$ cat config.mk
export PLATFORM = sky130hd
export DESIGN_NAME = serial_pump_regs
export DESIGN_NICKNAME = d
export VERILOG_FILES = /design/src/serial_cfg_pkg.sv /design/src/serial_pump_regs.sv /design/src/pin_sync.sv
export SDC_FILE = /design/constraint.sdc
export NUM_CORES = 1
export LEC_CHECK = 0
export ABC_AREA = 1
export BUFFER_PORTS_ARGS = -buffer_cell sky130_fd_sc_hd__buf_4
export CAP_MARGIN = 0
export CELL_PAD_IN_SITES_DETAIL_PLACEMENT = 2
export CELL_PAD_IN_SITES_GLOBAL_PLACEMENT = 2
export CORE_AREA = 2 2 141 143
export DETAILED_ROUTE_END_ITERATION = 10
export DIE_AREA = 0 0 143 145
export PLACE_DENSITY = 0.71
export SYNTH_ARGS = -nofsm -noshare
export SYNTH_HDL_FRONTEND = slang
export SYNTH_SLANG_ARGS = --single-unit
$ cat constraint.sdc
create_clock -name clk -period 3.5 [get_ports clk]
set_clock_uncertainty 0.1 [all_clocks]
set_input_delay 0.35 -clock clk [delete_from_list [all_inputs] [get_ports clk]]
set_output_delay 0.35 -clock clk [all_outputs]
set_load 0.02 [all_outputs]
$ cat src/serial_cfg_pkg.sv
// constants and types shared by the serial configuration register bank
package serial_cfg_pkg;

  // ----------------------------------------
  // register offsets
  // ----------------------------------------
  localparam int unsigned ADDR_W = 13;
  localparam logic [12:0] OFS_SERIAL_CFG = 13'h0000;
  localparam logic [12:0] OFS_RB_SELECT = 13'h0004;
  localparam logic [12:0] OFS_XFER_STROBE = 13'h0005;
  localparam logic [12:0] OFS_PUMP_CURRENT = 13'h000A;
  localparam logic [12:0] OFS_PUMP_CONTROL = 13'h000B;

  // ----------------------------------------
  // field positions
  // ----------------------------------------
  localparam int unsigned BIT_FOUR_WIRE = 7;
  localparam int unsigned BIT_LSB_FIRST = 6;
  localparam int unsigned BIT_SOFT_RESET = 5;
  localparam int unsigned BIT_LONG_INSTR = 4;
  localparam int unsigned BIT_RB_SEL = 0;
  localparam int unsigned BIT_XFER = 0;
  localparam int unsigned CTL_CUR_MAN = 7;
  localparam int unsigned CTL_ABL_MAN = 6;
  localparam int unsigned CTL_MODE_HI = 5;
  localparam int unsigned CTL_MODE_LO = 4;
  localparam int unsigned CTL_MODE_MAN = 3;
  localparam int unsigned CTL_FB_EDGE = 2;
  localparam int unsigned CTL_REF_EDGE = 1;
  localparam int unsigned CTL_MIDSCALE = 0;
  localparam int unsigned INSTR_RW = 15;

  // ----------------------------------------
  // reset values and counts
  // ----------------------------------------
  localparam logic [7:0] RST_PUMP_CURRENT = 8'h80;
  localparam logic [7:0] RST_PUMP_CONTROL = 8'h30;
  localparam logic RST_LSB_FIRST = 1'b0;
  localparam logic RST_RB_SEL = 1'b0;
  localparam int unsigned INSTR_BITS = 16;
  localparam int unsigned DATA_BITS = 8;
  localparam int unsigned SYNC_STAGES = 2;

  // ----------------------------------------
  // types
  // ----------------------------------------
  typedef enum logic [1:0] {
    st_idle = 2'b00,
    st_instr = 2'b01,
    st_data = 2'b10
  } port_state_e;

  typedef enum logic [1:0] {
    mode_tristate = 2'b00,
    mode_pump_up = 2'b01,
    mode_pump_down = 2'b10,
    mode_normal = 2'b11
  } pump_drive_mode_e;

endpackage

$ cat src/serial_pump_regs.sv
// serial port configuration and phase detector / pump control register bank
//
// Summary of operation
// config bit 7 always reads zero
// config bit 6 picks lsb-first shift order
// soft reset restores defaults, then self-clears
// config bit 4 always reads one
// config bits 3:0 mirror bits 7:4
// readback select picks active or buffered values
// transfer strobe copies buffers to active, self-clears
// current value ignored unless manual enable set
// control bit 7 picks manual pump current
// control bit 6 picks manual antibacklash period
// pump mode: tristate, up, down, normal
// control bit 3 applies pump mode field
// control bit 2 selects feedback falling edge
// control bit 1 selects reference falling edge
// control bit 0 forces oscillator midscale
// all control bits active high
// self-clearing and unused bits read zero
`timescale 1ns/1ps
`default_nettype none
module serial_pump_regs (
  input wire logic clk,
  input wire logic reset,
  input wire logic sclk,
  input wire logic cs_n,
  input wire logic sdio_in,
  output logic sdio_out,
  output logic sdio_oe,
  input wire logic [7:0] auto_pump_current,
  input wire serial_cfg_pkg::pump_drive_mode_e auto_pump_mode,
  output logic [7:0] pump_current,
  output serial_cfg_pkg::pump_drive_mode_e pump_mode,
  output logic abl_manual,
  output logic fb_edge_fall,
  output logic ref_edge_fall,
  output logic force_midscale,
  output logic lsb_first
);
  import serial_cfg_pkg::*;

  // ----------------------------------------
  // pin synchronisation and edges
  // ----------------------------------------
  logic [2:0] pins_s;
  logic sclk_s;
  logic cs_n_s;
  logic sdio_s;
  logic sclk_d_ff;
  logic sclk_rise;
  logic sclk_fall;

  pin_sync #(
    .WIDTH(3)
  ) u_sync (
    .clk(clk),
    .reset(reset),
    .async_in({sdio_in, ~cs_n, sclk}),
    .sync_out(pins_s)
  );

  assign sclk_s = pins_s[0];
  assign cs_n_s = ~pins_s[1];
  assign sdio_s = pins_s[2];
  assign sclk_rise = sclk_s & ~sclk_d_ff & ~cs_n_s;
  assign sclk_fall = ~sclk_s & sclk_d_ff & ~cs_n_s;

  always_ff @(posedge clk or posedge reset) begin
    if (reset) begin
      sclk_d_ff <= 1'b0;
    end else begin
      sclk_d_ff <= sclk_s;
    end
  end

  // ----------------------------------------
  // register state
  // ----------------------------------------
  logic lsb_first_ff;
  logic rb_sel_ff;
  logic sreset_ff;
  logic xfer_ff;
  logic [7:0] cur_buf_ff;
  logic [7:0] cur_act_ff;
  logic [7:0] ctl_buf_ff;
  logic [7:0] ctl_act_ff;
  logic [7:0] cfg_rd;
  logic [7:0] rd_val;
  logic wr_stb;
  logic [12:0] wr_addr;
  logic [7:0] wr_data;
  logic [12:0] rd_addr;

  function automatic logic [7:0] rev8(input logic [7:0] v);
    logic [7:0] r;
    r = '0;
    for (int i = 0; i < 8; i++) begin
      r[i] = v[7-i];
    end
    return r;
  endfunction

  // ----------------------------------------
  // readback mux
  // ----------------------------------------
  // fixed bits and mirror
  assign cfg_rd = {1'b0, lsb_first_ff, 1'b0, 1'b1, 1'b0, lsb_first_ff, 1'b0, 1'b1};

  always_comb begin
    rd_val = 8'h00;
    unique case (rd_addr)
      OFS_SERIAL_CFG: rd_val = cfg_rd;
      // unused bits read zero
      OFS_RB_SELECT: rd_val = {7'h00, rb_sel_ff};
      // active or buffered source
      OFS_PUMP_CURRENT: rd_val = rb_sel_ff ? cur_buf_ff : cur_act_ff;
      OFS_PUMP_CONTROL: rd_val = rb_sel_ff ? ctl_buf_ff : ctl_act_ff;
      default: rd_val = 8'h00;
    endcase
  end

  // ----------------------------------------
  // serial port engine
  // ----------------------------------------
  port_state_e state_ff;
  logic [3:0] bit_cnt_ff;
  logic [14:0] in_sh_ff;
  logic [7:0] tx_sh_ff;
  logic rw_ff;
  logic [12:0] addr_ff;
  logic sdio_out_ff;
  logic sdio_oe_ff;
  logic [15:0] instr_word;
  logic [7:0] data_word;
  logic [12:0] nxt_addr;
  logic instr_done;
  logic byte_done;

  // order applied to instruction and data
  assign instr_word = lsb_first_ff ? {rev8({in_sh_ff[6:0], sdio_s}), rev8(in_sh_ff[14:7])} : {in_sh_ff, sdio_s};
  assign data_word = lsb_first_ff ? rev8({in_sh_ff[6:0], sdio_s}) : {in_sh_ff[6:0], sdio_s};
  assign instr_done = sclk_rise && state_ff == st_instr && bit_cnt_ff == 4'(INSTR_BITS - 1);
  assign byte_done = sclk_rise && state_ff == st_data && bit_cnt_ff == 4'(DATA_BITS - 1);
  assign nxt_addr = lsb_first_ff ? addr_ff + 13'h0001 : addr_ff - 13'h0001;
  assign rd_addr = instr_done ? instr_word[12:0] : nxt_addr;
  assign wr_stb = byte_done && !rw_ff;
  assign wr_addr = addr_ff;
  assign wr_data = data_word;

  always_ff @(posedge clk or posedge reset) begin
    if (reset) begin
      state_ff <= st_idle;
      bit_cnt_ff <= 4'h0;
      in_sh_ff <= 15'h0000;
      rw_ff <= 1'b0;
      addr_ff <= 13'h0000;
    end else if (cs_n_s) begin
      state_ff <= st_idle;
      bit_cnt_ff <= 4'h0;
    end else begin
      if (state_ff == st_idle) begin
        state_ff <= st_instr;
      end
      if (sclk_rise) begin
        in_sh_ff <= {in_sh_ff[13:0], sdio_s};
        bit_cnt_ff <= bit_cnt_ff + 4'h1;
      end
      if (instr_done) begin
        rw_ff <= instr_word[INSTR_RW];
        addr_ff <= instr_word[12:0];
        state_ff <= st_data;
        bit_cnt_ff <= 4'h0;
      end
      if (byte_done) begin
        addr_ff <= nxt_addr;
        bit_cnt_ff <= 4'h0;
      end
    end
  end

  // read shift-out on falling edges
  always_ff @(posedge clk or posedge reset) begin
    if (reset) begin
      tx_sh_ff <= 8'h00;
      sdio_out_ff <= 1'b0;
      sdio_oe_ff <= 1'b0;
    end else if (cs_n_s) begin
      sdio_oe_ff <= 1'b0;
    end else begin
      if ((instr_done && instr_word[INSTR_RW]) || (byte_done && rw_ff)) begin
        tx_sh_ff <= lsb_first_ff ? rev8(rd_val) : rd_val;
      end else if (sclk_fall && state_ff == st_data && rw_ff) begin
        sdio_out_ff <= tx_sh_ff[7];
        sdio_oe_ff <= 1'b1;
        tx_sh_ff <= {tx_sh_ff[6:0], 1'b0};
      end
    end
  end

  // ----------------------------------------
  // register writes
  // ----------------------------------------
  always_ff @(posedge clk or posedge reset) begin
    if (reset) begin
      sreset_ff <= 1'b0;
      xfer_ff <= 1'b0;
    end else begin
      // one-cycle self-clearing pulses
      sreset_ff <= wr_stb && wr_addr == OFS_SERIAL_CFG && wr_data[BIT_SOFT_RESET];
      xfer_ff <= wr_stb && wr_addr == OFS_XFER_STROBE && wr_data[BIT_XFER];
    end
  end

  always_ff @(posedge clk or posedge reset) begin
    if (reset) begin
      lsb_first_ff <= RST_LSB_FIRST;
      rb_sel_ff <= RST_RB_SEL;
      cur_buf_ff <= RST_PUMP_CURRENT;
      ctl_buf_ff <= RST_PUMP_CONTROL;
    end else if (sreset_ff) begin
      // soft reset to defaults
      lsb_first_ff <= RST_LSB_FIRST;
      rb_sel_ff <= RST_RB_SEL;
      cur_buf_ff <= RST_PUMP_CURRENT;
      ctl_buf_ff <= RST_PUMP_CONTROL;
    end else if (wr_stb) begin
      // order bit store
      if (wr_addr == OFS_SERIAL_CFG) begin
        lsb_first_ff <= wr_data[BIT_LSB_FIRST];
      end
      if (wr_addr == OFS_RB_SELECT) begin
        rb_sel_ff <= wr_data[BIT_RB_SEL];
      end
      if (wr_addr == OFS_PUMP_CURRENT) begin
        cur_buf_ff <= wr_data;
      end
      if (wr_addr == OFS_PUMP_CONTROL) begin
        ctl_buf_ff <= wr_data;
      end
    end
  end

  always_ff @(posedge clk or posedge reset) begin
    if (reset) begin
      cur_act_ff <= RST_PUMP_CURRENT;
      ctl_act_ff <= RST_PUMP_CONTROL;
    end else if (sreset_ff) begin
      cur_act_ff <= RST_PUMP_CURRENT;
      ctl_act_ff <= RST_PUMP_CONTROL;
    end else if (xfer_ff) begin
      // buffer to active copy
      cur_act_ff <= cur_buf_ff;
      ctl_act_ff <= ctl_buf_ff;
    end
  end

  // ----------------------------------------
  // control outputs
  // ----------------------------------------
  logic [7:0] pump_current_ff;
  pump_drive_mode_e pump_mode_ff;
  logic abl_manual_ff;
  logic fb_edge_fall_ff;
  logic ref_edge_fall_ff;
  logic force_midscale_ff;

  always_ff @(posedge clk or posedge reset) begin
    if (reset) begin
      pump_current_ff <= RST_PUMP_CURRENT;
      pump_mode_ff <= mode_normal;
      abl_manual_ff <= 1'b0;
      fb_edge_fall_ff <= 1'b0;
      ref_edge_fall_ff <= 1'b0;
      force_midscale_ff <= 1'b0;
    end else begin
      // current source select
      pump_current_ff <= ctl_act_ff[CTL_CUR_MAN] ? cur_act_ff : auto_pump_current;
      // pump mode gate
      pump_mode_ff <= ctl_act_ff[CTL_MODE_MAN] ?
        pump_drive_mode_e'(ctl_act_ff[CTL_MODE_HI:CTL_MODE_LO]) : auto_pump_mode;
      // antibacklash source
      abl_manual_ff <= ctl_act_ff[CTL_ABL_MAN];
      // detector edge polarity
      fb_edge_fall_ff <= ctl_act_ff[CTL_FB_EDGE];
      ref_edge_fall_ff <= ctl_act_ff[CTL_REF_EDGE];
      // midscale force
      force_midscale_ff <= ctl_act_ff[CTL_MIDSCALE];
    end
  end

  assign sdio_out = sdio_out_ff;
  assign sdio_oe = sdio_oe_ff;
  assign pump_current = pump_current_ff;
  assign pump_mode = pump_mode_ff;
  assign abl_manual = abl_manual_ff;
  assign fb_edge_fall = fb_edge_fall_ff;
  assign ref_edge_fall = ref_edge_fall_ff;
  assign force_midscale = force_midscale_ff;
  assign lsb_first = lsb_first_ff;
endmodule
`default_nettype wire

$ cat src/pin_sync.sv
// two flip-flop synchroniser bank for the serial port pins
`timescale 1ns/1ps
`default_nettype none
module pin_sync #(
  parameter int unsigned WIDTH = 3
) (
  input wire logic clk,
  input wire logic reset,
  input wire logic [WIDTH-1:0] async_in,
  output logic [WIDTH-1:0] sync_out
);
  import serial_cfg_pkg::*;

  logic [WIDTH-1:0] meta_ff;
  logic [WIDTH-1:0] sync_ff;

  // ----------------------------------------
  // per bit synchroniser
  // ----------------------------------------
  for (genvar i = 0; i < WIDTH; i++) begin : g_bit
    always_ff @(posedge clk or posedge reset) begin
      if (reset) begin
        meta_ff[i] <= 1'b0;
        sync_ff[i] <= 1'b0;
      end else begin
        meta_ff[i] <= async_in[i];
        sync_ff[i] <= meta_ff[i];
      end
    end
  end

  assign sync_out = sync_ff;
endmodule
`default_nettype wire

==> impl_metrics.csv, run 1 <==
group,metric,value,unit
run_status,status,"finished clean",
timing,finalHoldViolations,0,
die,die_w,143,um
detailed_routing,drt-vias-per-instance,4.92,
clock_network,clock_latency,380,ps
logic_synthesis,synth-seq-cells,102,
clock_network,cts_tree,"done",
timing,max_freq,320,MHz
clock_network,h-tree-depth,3,
timing,maxSlewViolCount,0,
logic_synthesis,syn_area,5690,um2
logic_synthesis,syn_inst,770,
logic_synthesis,yosysWarnings,0,
layout,layout_common_cells,"nand2_1, dfrtp_1, inv_1",
detailed_routing,ant_nets,0,
worst_setup_path,crit_family,"simple AND/OR/NAND/NOR gates",
die,core,19200,um2
layout,synthToLayoutAreaGrowth,14.7,%
worst_setup_path,crit_path_frequent_cell,"nand2_1",
worst_setup_path,critPathKind,"flip-flop to flip-flop",
layout,mostFrequentLayoutCell,"nand2_1",
die,ios,32,
clock_network,post_cts_buffers,0,
layout,final_nets,824,
clock_network,cts_buffer_depth,2,
logic_synthesis,ys.flop_type,"dfrtp_1",
grt,grt_pass1_vias,5764,
worst_setup_path,endpoint_kind,"flip-flop",
logic_synthesis,synthTopCellsByArea,"dfrtp_1, nand2_1, o21ai_0",
placed_design,hpwl,14600,um
timing,setup_tns,0,ps
logic_synthesis,synth_area_per_cell,7.39,um2
timing,rsz0062_at_grt,"false",
layout,final_cell_area,6530,um2
worst_setup_path,worstPathArrival,3340,ps
detailed_routing,routed_wl,19100,um
worst_setup_path,cp_max_fo,13,
die,floorplan.initialDensity,0.296,
clock_network,clock-sinks,102,
grt,grt_usage,0.194,
logic_synthesis,ys_types,44,
worst_setup_path,path_cells,"inv_2 > ha_1 > nand2_1 > inv_1 > nand3_1 > nand2_1 > nand2_1 > nand2_1 > nor2_1 > nand3_1 > nand2_1 > nand3_1 > nor2_1 > nand2_1 > nand2_1 > o21ai_0 > nand2_1 > nand2_1 > nand2_1",
timing,finalSetupViolations,0,
logic_synthesis,synth_nets,798,
run,cap_viol_max_count,0,
power,peakVddDrop,0.241,mV
layout,n_fill_cell,2264,
logic_synthesis,synth_top_area_share,0.409,
die,die_area,20700,um2
logic_synthesis,synth.largest_area_cell,"dfrtp_1",
worst_setup_path,crit_buf_inv,2,
detailed_routing,drc,0,
placed_design,place_area,6200,um2
worst_setup_path,worst_path_max_delay_cell,"dfrtp_1",
detailed_routing,drtIter0Drc,231,
detailed_routing,firstDrtPassIters,4,
logic_synthesis,ys_seq_area_frac,0.450,
power,finalPower,2530,uW
placed_design,gp_congestion,0.856,
die,rows,51,
clock_network,root_buffer,"clkbuf_16",
clock_network,path_clk_slew,80,ps
detailed_routing,vias,5243,
grt,antenna_found_initial,0,
clock_network,cts-buffers-inserted,9,
logic_synthesis,ys_async_sr_fraction,1.00,
worst_setup_path,cp.required,3710,ps
timing,fin_crit_sh,0.894,
layout,drive_gt1_frac,0.110,
timing,worstMarginPinSlew,1220,ps
worst_setup_path,startpoint_type,"flip-flop",
detailed_routing,post_drt_wl_per_cell,17.9,um
layout,n_antenna_cell,0,
worst_setup_path,cp_slowest_stage_delay,390,ps
die,die_y,145,um
worst_hold_path,min_path_type,"primary input to flip-flop",
placed_design,port_buffers,31,
timing,slew_headroom,0.186,
timing,fin_crit,3130,ps
logic_synthesis,synth_edf_count,0,
power,powerDensity,388,nW/um2
power,leakage,0.00324,uW
grt,grt_pass1_wl,31000,um
grt,grt_overflow,0,
grt,grt_max_degree,82,
==> layout make-up <==
class	instances	area, um2	area share
clock inverters	6	78.8	0.0121
multi-input cells	547	2650	0.406
inverters	97	374	0.0573
flip-flops and latches	102	2560	0.392
well taps	265	332	0.0508
repair buffers	39	295	0.0452
clock buffers	10	239	0.0366
==> repair_timing <==
item / 4_1_cts / 5_1_grt
resized for setup: 0 / 1
setup endpoints to repair: 0 / 7
endpoints found under the hold margin: 1 / 0
hold buffers: 1 / 0
==> power breakdown <==
group	internal, uW	switching, uW	total, uW	leakage, uW
clock	586	517	1100	0.000148
combinational	58.3	133	192	0.00174
sequential	1210	25.8	1240	0.00135
==> metrics by stage <==
step | setup slack (ps) | hold WS [ps] | instances | utilization
after floorplan | 389 | 231 | 770 | -
after global placement | 424 | 235 | 1049 | 0.323
after detailed placement | 235 | 238 | 1049 | 0.323
after CTS | 220 | 10.0 | 1066 | 0.340
after global routing | 31.0 | 8.95 | 1066 | 0.340
final | 371 | 13.1 | 1066 | 0.340
==> Yosys cell counts (4+ instances only) <==
library cell	number
nand3_1	63
nor3_1	7
nand2_1	236
nor2_1	53
a21oi_1	42
o21ai_1	4
clkbuf_1	15
ha_1	12
dfstp_2	9
nand4_1	12
o21ai_0	77
dfrtp_1	93
nand2_2	4
inv_1	91
buf_2	5
==> path summary, 6_finish.rpt <==
path / slack [ps] / startpoint / depth (start not counted) / end
max: 370 / lsb_first$_DFFE_PP0P_ / 19 / tx_sh_ff[7]$_DFFE_PP0P_
min: 10 / sclk / 1 / u_sync.meta_ff[0]$_DFF_PP0_
max reg2reg: 370 / lsb_first$_DFFE_PP0P_ / 19 / tx_sh_ff[7]$_DFFE_PP0P_
min reg2reg: 250 / u_sync.meta_ff[1]$_DFF_PP0_ / 0 / u_sync.sync_out[1]$_DFF_PP0_
max in group asynchronous: 2380 / reset / 3 / addr_ff[7]$_DFFE_PP0P_
min in group asynchronous: 130 / reset / 2 / pump_current[0]$_DFF_PP0_
==> worst reg2reg max path: cells and delay by family (launching register included) <==
kind | cells | cell delay [ps]
buf+inv | 2 | 300
compound gates | 1 | 100
fa+ha+maj | 1 | 360
flops | 1 | 390
simple gates | 15 | 1810
==> kinds of logic after synthesis <==
logic type | share of synthesized area
and+or+nand+nor | 0.298
AOI/OAI and AO/OA | 0.130
buffers and inverters | 0.0855
xor gates and xnor gates | 0.00615
adders and majority gates | 0.0299
DFF | 0.450
==> layer usage <==
metal | track usage | vias up | share of wire
met2 | 0.323 | 70 | 0.49
met5 | 0 | - | 0
met1 | 0.253 | 2595 | 0.46
li1 | - | 2547 | -
met4 | 0.0772 | 0 | 0.027
met3 | 0.0238 | 31 | 0.022
==> flip-flops by register name, summed over array words and instances, names as in the netlist, 8 cells and up <==
register	count
cur_act_ff	8
pump_current	8
ctl_buf_ff	8
tx_sh_ff	8
cur_buf_ff	8
ctl_act_ff	8
addr_ff	13
in_sh_ff	15
Power figures use the tool's default switching activity.
==> run 2: changes to the inputs <==
==> constraint.sdc (replaced) <==
create_clock -name clk -period 3.9 [get_ports clk]
set_clock_uncertainty 0.1 [all_clocks]
set_input_delay 0.39 -clock clk [delete_from_list [all_inputs] [get_ports clk]]
set_output_delay 0.39 -clock clk [all_outputs]
set_load 0.02 [all_outputs]
==> run 2 against run 1 <==
Against the previous run: worst setup slack improved by 230 ps; first-iteration DRC count increased by 14%; worst hold slack better by 17 ps; maximum frequency is 5.3% lower; clock-buffer cell count shrank 1; clock power decreased by 14%; global-route usage down 0.46 points; combinational power fell by 14%; sequential share of layout area rose by 0.098 points; non-clock buffer count unchanged.
==> impl_metrics.csv, run 2 (same netlist as run 1, synthesis figures left out) <==
group,metric,value,unit
die,die_w,143,um
detailed_routing,firstDrtPassIters,4,
grt,grt_overflow,0,
placed_design,placed_cells,1050,
grt,antenna_found_initial,0,
timing,worst_hold_slack,29.6,ps
layout,seqCellArea,2560,um2
detailed_routing,ant_nets,0,
die,die_area,20700,um2
clock_network,h-tree-depth,3,
power,pwr-share-seq,0.500,
timing,rsz0062_at_grt,"false",
layout,synthToLayoutAreaGrowth,14.5,%
power,clockPowerShare,0.426,
timing,finalHoldViolations,0,
layout,n_fill_cell,2256,
timing,fin_crit,3300,ps
detailed_routing,vias,5263,
worst_setup_path,path_cells,"inv_2 > ha_1 > a21oi_2 > nand2_1 > nand3_1 > nand3_1 > nand2_1 > nand2_1 > nor2_1 > nand2_1 > a21oi_2 > nand2_1 > nand2_1 > o21ai_0 > nand2_1 > nand2_1 > nand2_1",
layout,final_util,0.339,
worst_setup_path,crit_path_frequent_cell,"nand2_1",
worst_setup_path,endpoint_kind,"flip-flop",
timing,fin_crit_sh,0.847,
layout,reg_top3,"in_sh_ff x15, addr_ff x13",
layout,max_flop_register,"in_sh_ff",
clock_network,post_cts_buffers,0,
clock_network,path_clk_slew,80,ps
power,leakage,0.00324,uW
timing,slew_headroom,0.254,
clock_network,cts-buffers-inserted,9,
layout,final_nets,824,
clock_network,cts_buffer_depth,2,
run_status,status,"finished clean",
die,ios,32,
grt,grt_usage,0.189,
worst_setup_path,critPathKind,"flip-flop to flip-flop",
worst_setup_path,cp.required,4100,ps
layout,stdcell_count,1066,
detailed_routing,routed_wl,18600,um
detailed_routing,drt-vias-per-instance,4.94,
timing,finalSetupViolations,0,
worst_setup_path,cp_slowest_stage_delay,540,ps
die,core,19200,um2
layout,multi_input_area,2640,um2
worst_hold_path,min_path_type,"primary input to flip-flop",
clock_network,clock-sinks,102,
timing,maxSlewViolCount,0,
worst_setup_path,worst_path_max_delay_cell,"a21oi_2",
detailed_routing,drc,0,
power,peakVddDrop,0.200,mV
detailed_routing,post_drt_wl_per_cell,17.5,um
worst_setup_path,startpoint_type,"flip-flop",
die,die_y,145,um
layout,n_antenna_cell,0,
worst_setup_path,cp_max_fo,13,
die,floorplan.initialDensity,0.296,
layout,drive_gt1_frac,0.111,
placed_design,port_buffers,31,
run,cap_viol_max_count,0,
timing,worstMarginPinSlew,1120,ps
die,rows,51,
clock_network,clock_latency,370,ps
clock_network,cts_resized,0,
timing,setup_tns,0,ps
layout,largest_reg_flops,15,
layout,layout_common_cells,"nand2_1, dfrtp_1, inv_1",
detailed_routing,drtIter0Drc,264,
grt,grt_pass1_wl,30900,um
power,p_sw_frac,0.281,
layout,mostFrequentLayoutCell,"nand2_1",
grt,grt_pass1_vias,5810,
timing,max_freq,303,MHz
placed_design,gp_congestion,0.844,
timing,fin_ws,597,ps
worst_setup_path,worstPathArrival,3510,ps
power,internal_power,1600,uW
power,p_switching,627,uW
power,powerDensity,342,nW/um2
placed_design,hpwl,14300,um
clock_network,cts_tree,"done",
power,combPwrFrac,0.074,
clock_network,root_buffer,"clkbuf_16",
grt,grt_max_degree,89,
placed_design,place_ws,593,ps
clock_network,ctsHoldBuffers,0,
## run 2: metal layers
layer  GRT usage  up-vias  share of wire
met3      0.0195       21          0.018
li1            -     2546              -
met2       0.330       49           0.50
met4      0.0609        0          0.021
met1       0.242     2647           0.46
met5           0        -              0
## run 2: critical path, delay by kind of cell (launching register included)
| family | cells | cell delay (ps) |
|---|---|---|
| AND/OR/NAND/NOR | 12 | 1260 |
| adder cells (fa/ha/maj) | 1 | 380 |
| buffers and inverters | 1 | 250 |
| AO/OA/AOI/OAI | 3 | 840 |
| flip-flops | 1 | 400 |
## run 2: power groups by stage
stage	Clock (uW)	Combinational (uW)	Sequential (uW)
global route	1010	191	1120
finish	950	165	1110
detailed placement	0	169	1130
floorplan	0	97.2	1130
CTS	979	171	1110
global placement	0	164	1130
## run 2: final timing paths
check,cells past startpoint,from,slack [ps],endpoint
min in group asynchronous,2,reset,210,ref_edge_fall$_DFF_PP0_
hold / removal,1,sdio_in,30,u_sync.meta_ff[2]$_DFF_PP0_
setup / recovery,17,lsb_first$_DFFE_PP0P_,600,tx_sh_ff[7]$_DFFE_PP0P_
max in group asynchronous,3,reset,2600,in_sh_ff[14]$_DFFE_PP0P_
hold reg to reg,0,u_sync.meta_ff[2]$_DFF_PP0_,250,u_sync.sync_out[2]$_DFF_PP0_
setup reg to reg,17,lsb_first$_DFFE_PP0P_,600,tx_sh_ff[7]$_DFFE_PP0P_
## run 2: metrics by stage
step,instance area [um2],power (uW)
2_1_floorplan,5690,1230
3_3_place_gp,6200,1300
3_5_place_dp,6200,1300
4_1_cts,6520,2260
5_1_grt,6520,2320
6_report,6520,2230
## run 2: area by class of cell
cell class / instances / area share
repair buffers: 39 / 0.0449
clock inverters: 7 / 0.0132
well taps: 265 / 0.0509
inverters: 97 / 0.0574
clock buffers: 9 / 0.0346
multi-input cells: 547 / 0.406
flip-flops and latches: 102 / 0.393
==> run 3: changes to the inputs <==
--- a/config.mk
+++ b/config.mk
@@ -5,7 +5,7 @@
 export SDC_FILE = /design/constraint.sdc
 export NUM_CORES = 1
 export LEC_CHECK = 0
-export ABC_AREA = 1
+export ABC_AREA = 0
 export BUFFER_PORTS_ARGS = -buffer_cell sky130_fd_sc_hd__buf_4
 export CAP_MARGIN = 0
 export CELL_PAD_IN_SITES_DETAIL_PLACEMENT = 2
@@ -13,7 +13,7 @@
 export CORE_AREA = 2 2 141 143
 export DETAILED_ROUTE_END_ITERATION = 10
 export DIE_AREA = 0 0 143 145
-export PLACE_DENSITY = 0.71
+export PLACE_DENSITY = 0.65
 export SYNTH_ARGS = -nofsm -noshare
 export SYNTH_HDL_FRONTEND = slang
 export SYNTH_SLANG_ARGS = --single-unit
==> constraint.sdc (replaced) <==
create_clock -name clk -period 3.2 [get_ports clk]
set_clock_uncertainty 0.1 [all_clocks]
set_input_delay 0.32 -clock clk [delete_from_list [all_inputs] [get_ports clk]]
set_output_delay 0.32 -clock clk [all_outputs]
set_load 0.02 [all_outputs]
==> run 3 against run 2 <==
Against the previous run: sequential share of layout area decreased by 2.1 points; the flow now finishes with violations (negative setup slack); critical path type unchanged; register-to-register slack got worse by 610 ps; final cell count decreased by 16%; clock-buffer cell count unchanged; highest routed layer unchanged; synthesized cell count decreased by 25%; first-iteration DRC count decreased by 32%; worst setup slack got worse by 610 ps; maximum frequency increased by 2.9%; sequential power increased by 25%; largest power group unchanged.
==> impl_metrics.csv, run 3 <==
group,metric,value,unit
run_status,status,"finished with violations",
run_status,violations,"negative setup slack",
grt,grt_pass1_vias,5349,
power,powerDensity,403,nW/um2
logic_synthesis,ys_types,67,
detailed_routing,post_drt_wl_per_cell,20.8,um
logic_synthesis,syn_area,5650,um2
clock_network,path_clk_slew,80,ps
clock_network,cts-buffers-inserted,9,
layout,max_flop_register,"in_sh_ff",
grt,grt_overflow,0,
layout,largest_reg_flops,15,
logic_synthesis,synth-seq-cells,102,
worst_setup_path,cp.required,3360,ps
die,die_y,145,um
detailed_routing,wl_met3,508,um
worst_setup_path,worst_path_max_delay_cell,"a2111o_2",
logic_synthesis,ys_seq_area_frac,0.454,
clock_network,h-tree-depth,3,
layout,layout_common_cells,"nand2_1, dfrtp_1, buf_4",
logic_synthesis,syn_inst,581,
logic_synthesis,yosys-top-cells-count,"nand2_1, dfrtp_1, nor2_1, mux2i_1, mux2_2",
logic_synthesis,synth.largest_area_cell,"dfrtp_1",
layout,stdcell_count,898,
timing,maxSlewViolCount,0,
grt,grt_pass1_wl,30600,um
power,peakVddDrop,0.253,mV
layout,synthToLayoutAreaGrowth,22.0,%
logic_synthesis,ys.flop_type,"dfrtp_1",
layout,drive_gt1_frac,0.231,
placed_design,place_area,6380,um2
detailed_routing,ant_nets,0,
logic_synthesis,synth_nets,609,
grt,antenna_found_initial,0,
detailed_routing,vias,4792,
placed_design,hpwl,13500,um
grt,grt_usage,0.190,
layout,final_cell_area,6890,um2
clock_network,cts_tree,"done",
placed_design,port_buffers,31,
worst_setup_path,cp_slowest_stage_delay,600,ps
worst_setup_path,critPathKind,"flip-flop to flip-flop",
detailed_routing,drtIter0Drc,179,
layout,mostFrequentLayoutCell,"nand2_1",
clock_network,cts_buffer_depth,2,
placed_design,gp_congestion,0.857,
clock_network,clock-sinks,102,
clock_network,root_buffer,"clkbuf_16",
worst_setup_path,worstPathArrival,3370,ps
worst_setup_path,path_cells,"clkinvlp_4 > buf_12 > fa_2 > a21o_1 > buf_4 > a21oi_1 > xnor2_1 > nor3_1 > a31oi_1 > a2111o_2 > o31ai_2",
detailed_routing,routed_wl,18700,um
detailed_routing,wl_met2,9290,um
logic_synthesis,ys_async_sr_fraction,1.00,
detailed_routing,drt-vias-per-instance,5.34,
worst_setup_path,endpoint_kind,"flip-flop",
die,floorplan.initialDensity,0.294,
logic_synthesis,synth_edf_count,0,
timing,fin_crit_sh,1.00,
die,ios,32,
grt,grt_max_degree,50,
placed_design,place_ws,62.9,ps
timing,fin_crit,3210,ps
die,die_w,143,um
die,core,19200,um2
timing,max_freq,311,MHz
worst_setup_path,cp_max_fo,10,
die,rows,51,
logic_synthesis,synthTopCellsByArea,"dfrtp_1, mux2i_1, nand2_1",
detailed_routing,drc,0,
worst_hold_path,min_path_type,"primary input to flip-flop",
layout,reg_top3,"in_sh_ff x15, addr_ff x13",
layout,final_nets,656,
logic_synthesis,synth_area_per_cell,9.72,um2
power,leakage,0.00310,uW
logic_synthesis,synth_top_area_share,0.412,
placed_design,placed_cells,873,
timing,finalHoldViolations,0,
logic_synthesis,yosysWarnings,0,
detailed_routing,dr.max_layer_used,"met4",
timing,slew_headroom,0.142,
layout,n_antenna_cell,0,
worst_setup_path,startpoint_type,"flip-flop",
clock_network,clock_latency,360,ps
timing,worst_hold_slack,85.7,ps
logic_synthesis,yosysMostFrequentCell,"nand2_1",
power,finalPower,2770,uW
timing,worstMarginPinSlew,1290,ps
timing,fin_ws,-10.8,ps
timing,rsz0062_at_grt,"true",
die,die_area,20700,um2
timing,finalSetupViolations,1,
run,cap_viol_max_count,0,
detailed_routing,firstDrtPassIters,4,
detailed_routing,drt-met1-wl,8690,um
==> run 3: what timing repair did <==
action | CTS | global route
hold buffers | 4 | 0
resized for setup | 0 | 15
hold endpoints to repair | 13 | 0
setup buffers | 0 | 4
setup endpoints to repair | 0 | 8
==> run 3: worst paths after layout <==
check                                                 start                            to  slack [ps]  cells past startpoint
worst min-delay path                   auto_pump_current[5]     pump_current[5]$_DFF_PP0_          90                      2
max in group asynchronous                             reset     cur_buf_ff[7]$_DFFE_PP1P_        1720                      4
worst max register to register        lsb_first$_DFFE_PP0P_       tx_sh_ff[4]$_DFFE_PP0P_         -10                     11
min in group asynchronous                             reset     pump_current[5]$_DFF_PP0_         430                      3
worst max-delay path                  lsb_first$_DFFE_PP0P_       tx_sh_ff[4]$_DFFE_PP0P_         -10                     11
worst min register to register  u_sync.meta_ff[0]$_DFF_PP0_  u_sync.sync_out[0]$_DFF_PP0_         260                      0
==> run 3: per-layer routing <==
metal  global-route usage  up-vias
li1                     -     2208
met1                0.258     2512
met2                0.314       54
met3               0.0360       18
met4               0.0376        0
met5                    0        -
==> run 3: logic make-up (layout without fill, tap and decap cells) <==
logic type / count (synthesis) / after routing / share of synthesized area
AO/OA/AOI/OAI: 129 / 129 / 0.161
XOR/XNOR: 11 / 11 / 0.0171
adder cells (fa/ha/maj): 13 / 13 / 0.0301
buffers and inverters: 37 / 89 / 0.0250
flip-flops: 102 / 102 / 0.454
multiplexers: 72 / 72 / 0.139
AND/OR/NAND/NOR: 217 / 217 / 0.173
==> run 3: stage by stage <==
| step | utilization | setup TNS, ps |
|---|---|---|
| floorplan | - | 0 |
| global placement | 0.332 | 0 |
| detailed placement | 0.332 | 0 |
| CTS | 0.351 | 0 |
| global route | 0.358 | -689 |
| finish | 0.358 | -10.8 |
==> run 3: critical path, delay by kind of cell (launching register included) <==
family	cells	cell delay, ps
compound gates	5	1450
xor+xnor	1	150
fa+ha+maj	1	390
buf+inv	3	440
flops	1	390
simple gates	1	190
==> run 3: where the power goes <==
group | internal, uW | switching (uW) | total (uW) | leakage (uW)
combinational | 78.2 | 116 | 194 | 0.00161
sequential | 1330 | 65.3 | 1390 | 0.00135
clock | 627 | 559 | 1190 | 0.000148
total | 2030 | 741 | 2770 | 0.00310
==> run 3: area by class of cell <==
| class | instances | area [um2] |
|---|---|---|
| clock buffers | 9 | 225 |
| clock inverters | 7 | 92.6 |
| flip-flops and latches | 102 | 2560 |
| multi-input cells | 442 | 3080 |
| well taps | 265 | 332 |
| inverters | 8 | 37.5 |
| fillers | 2092 | 12300 |
| repair buffers | 65 | 553 |
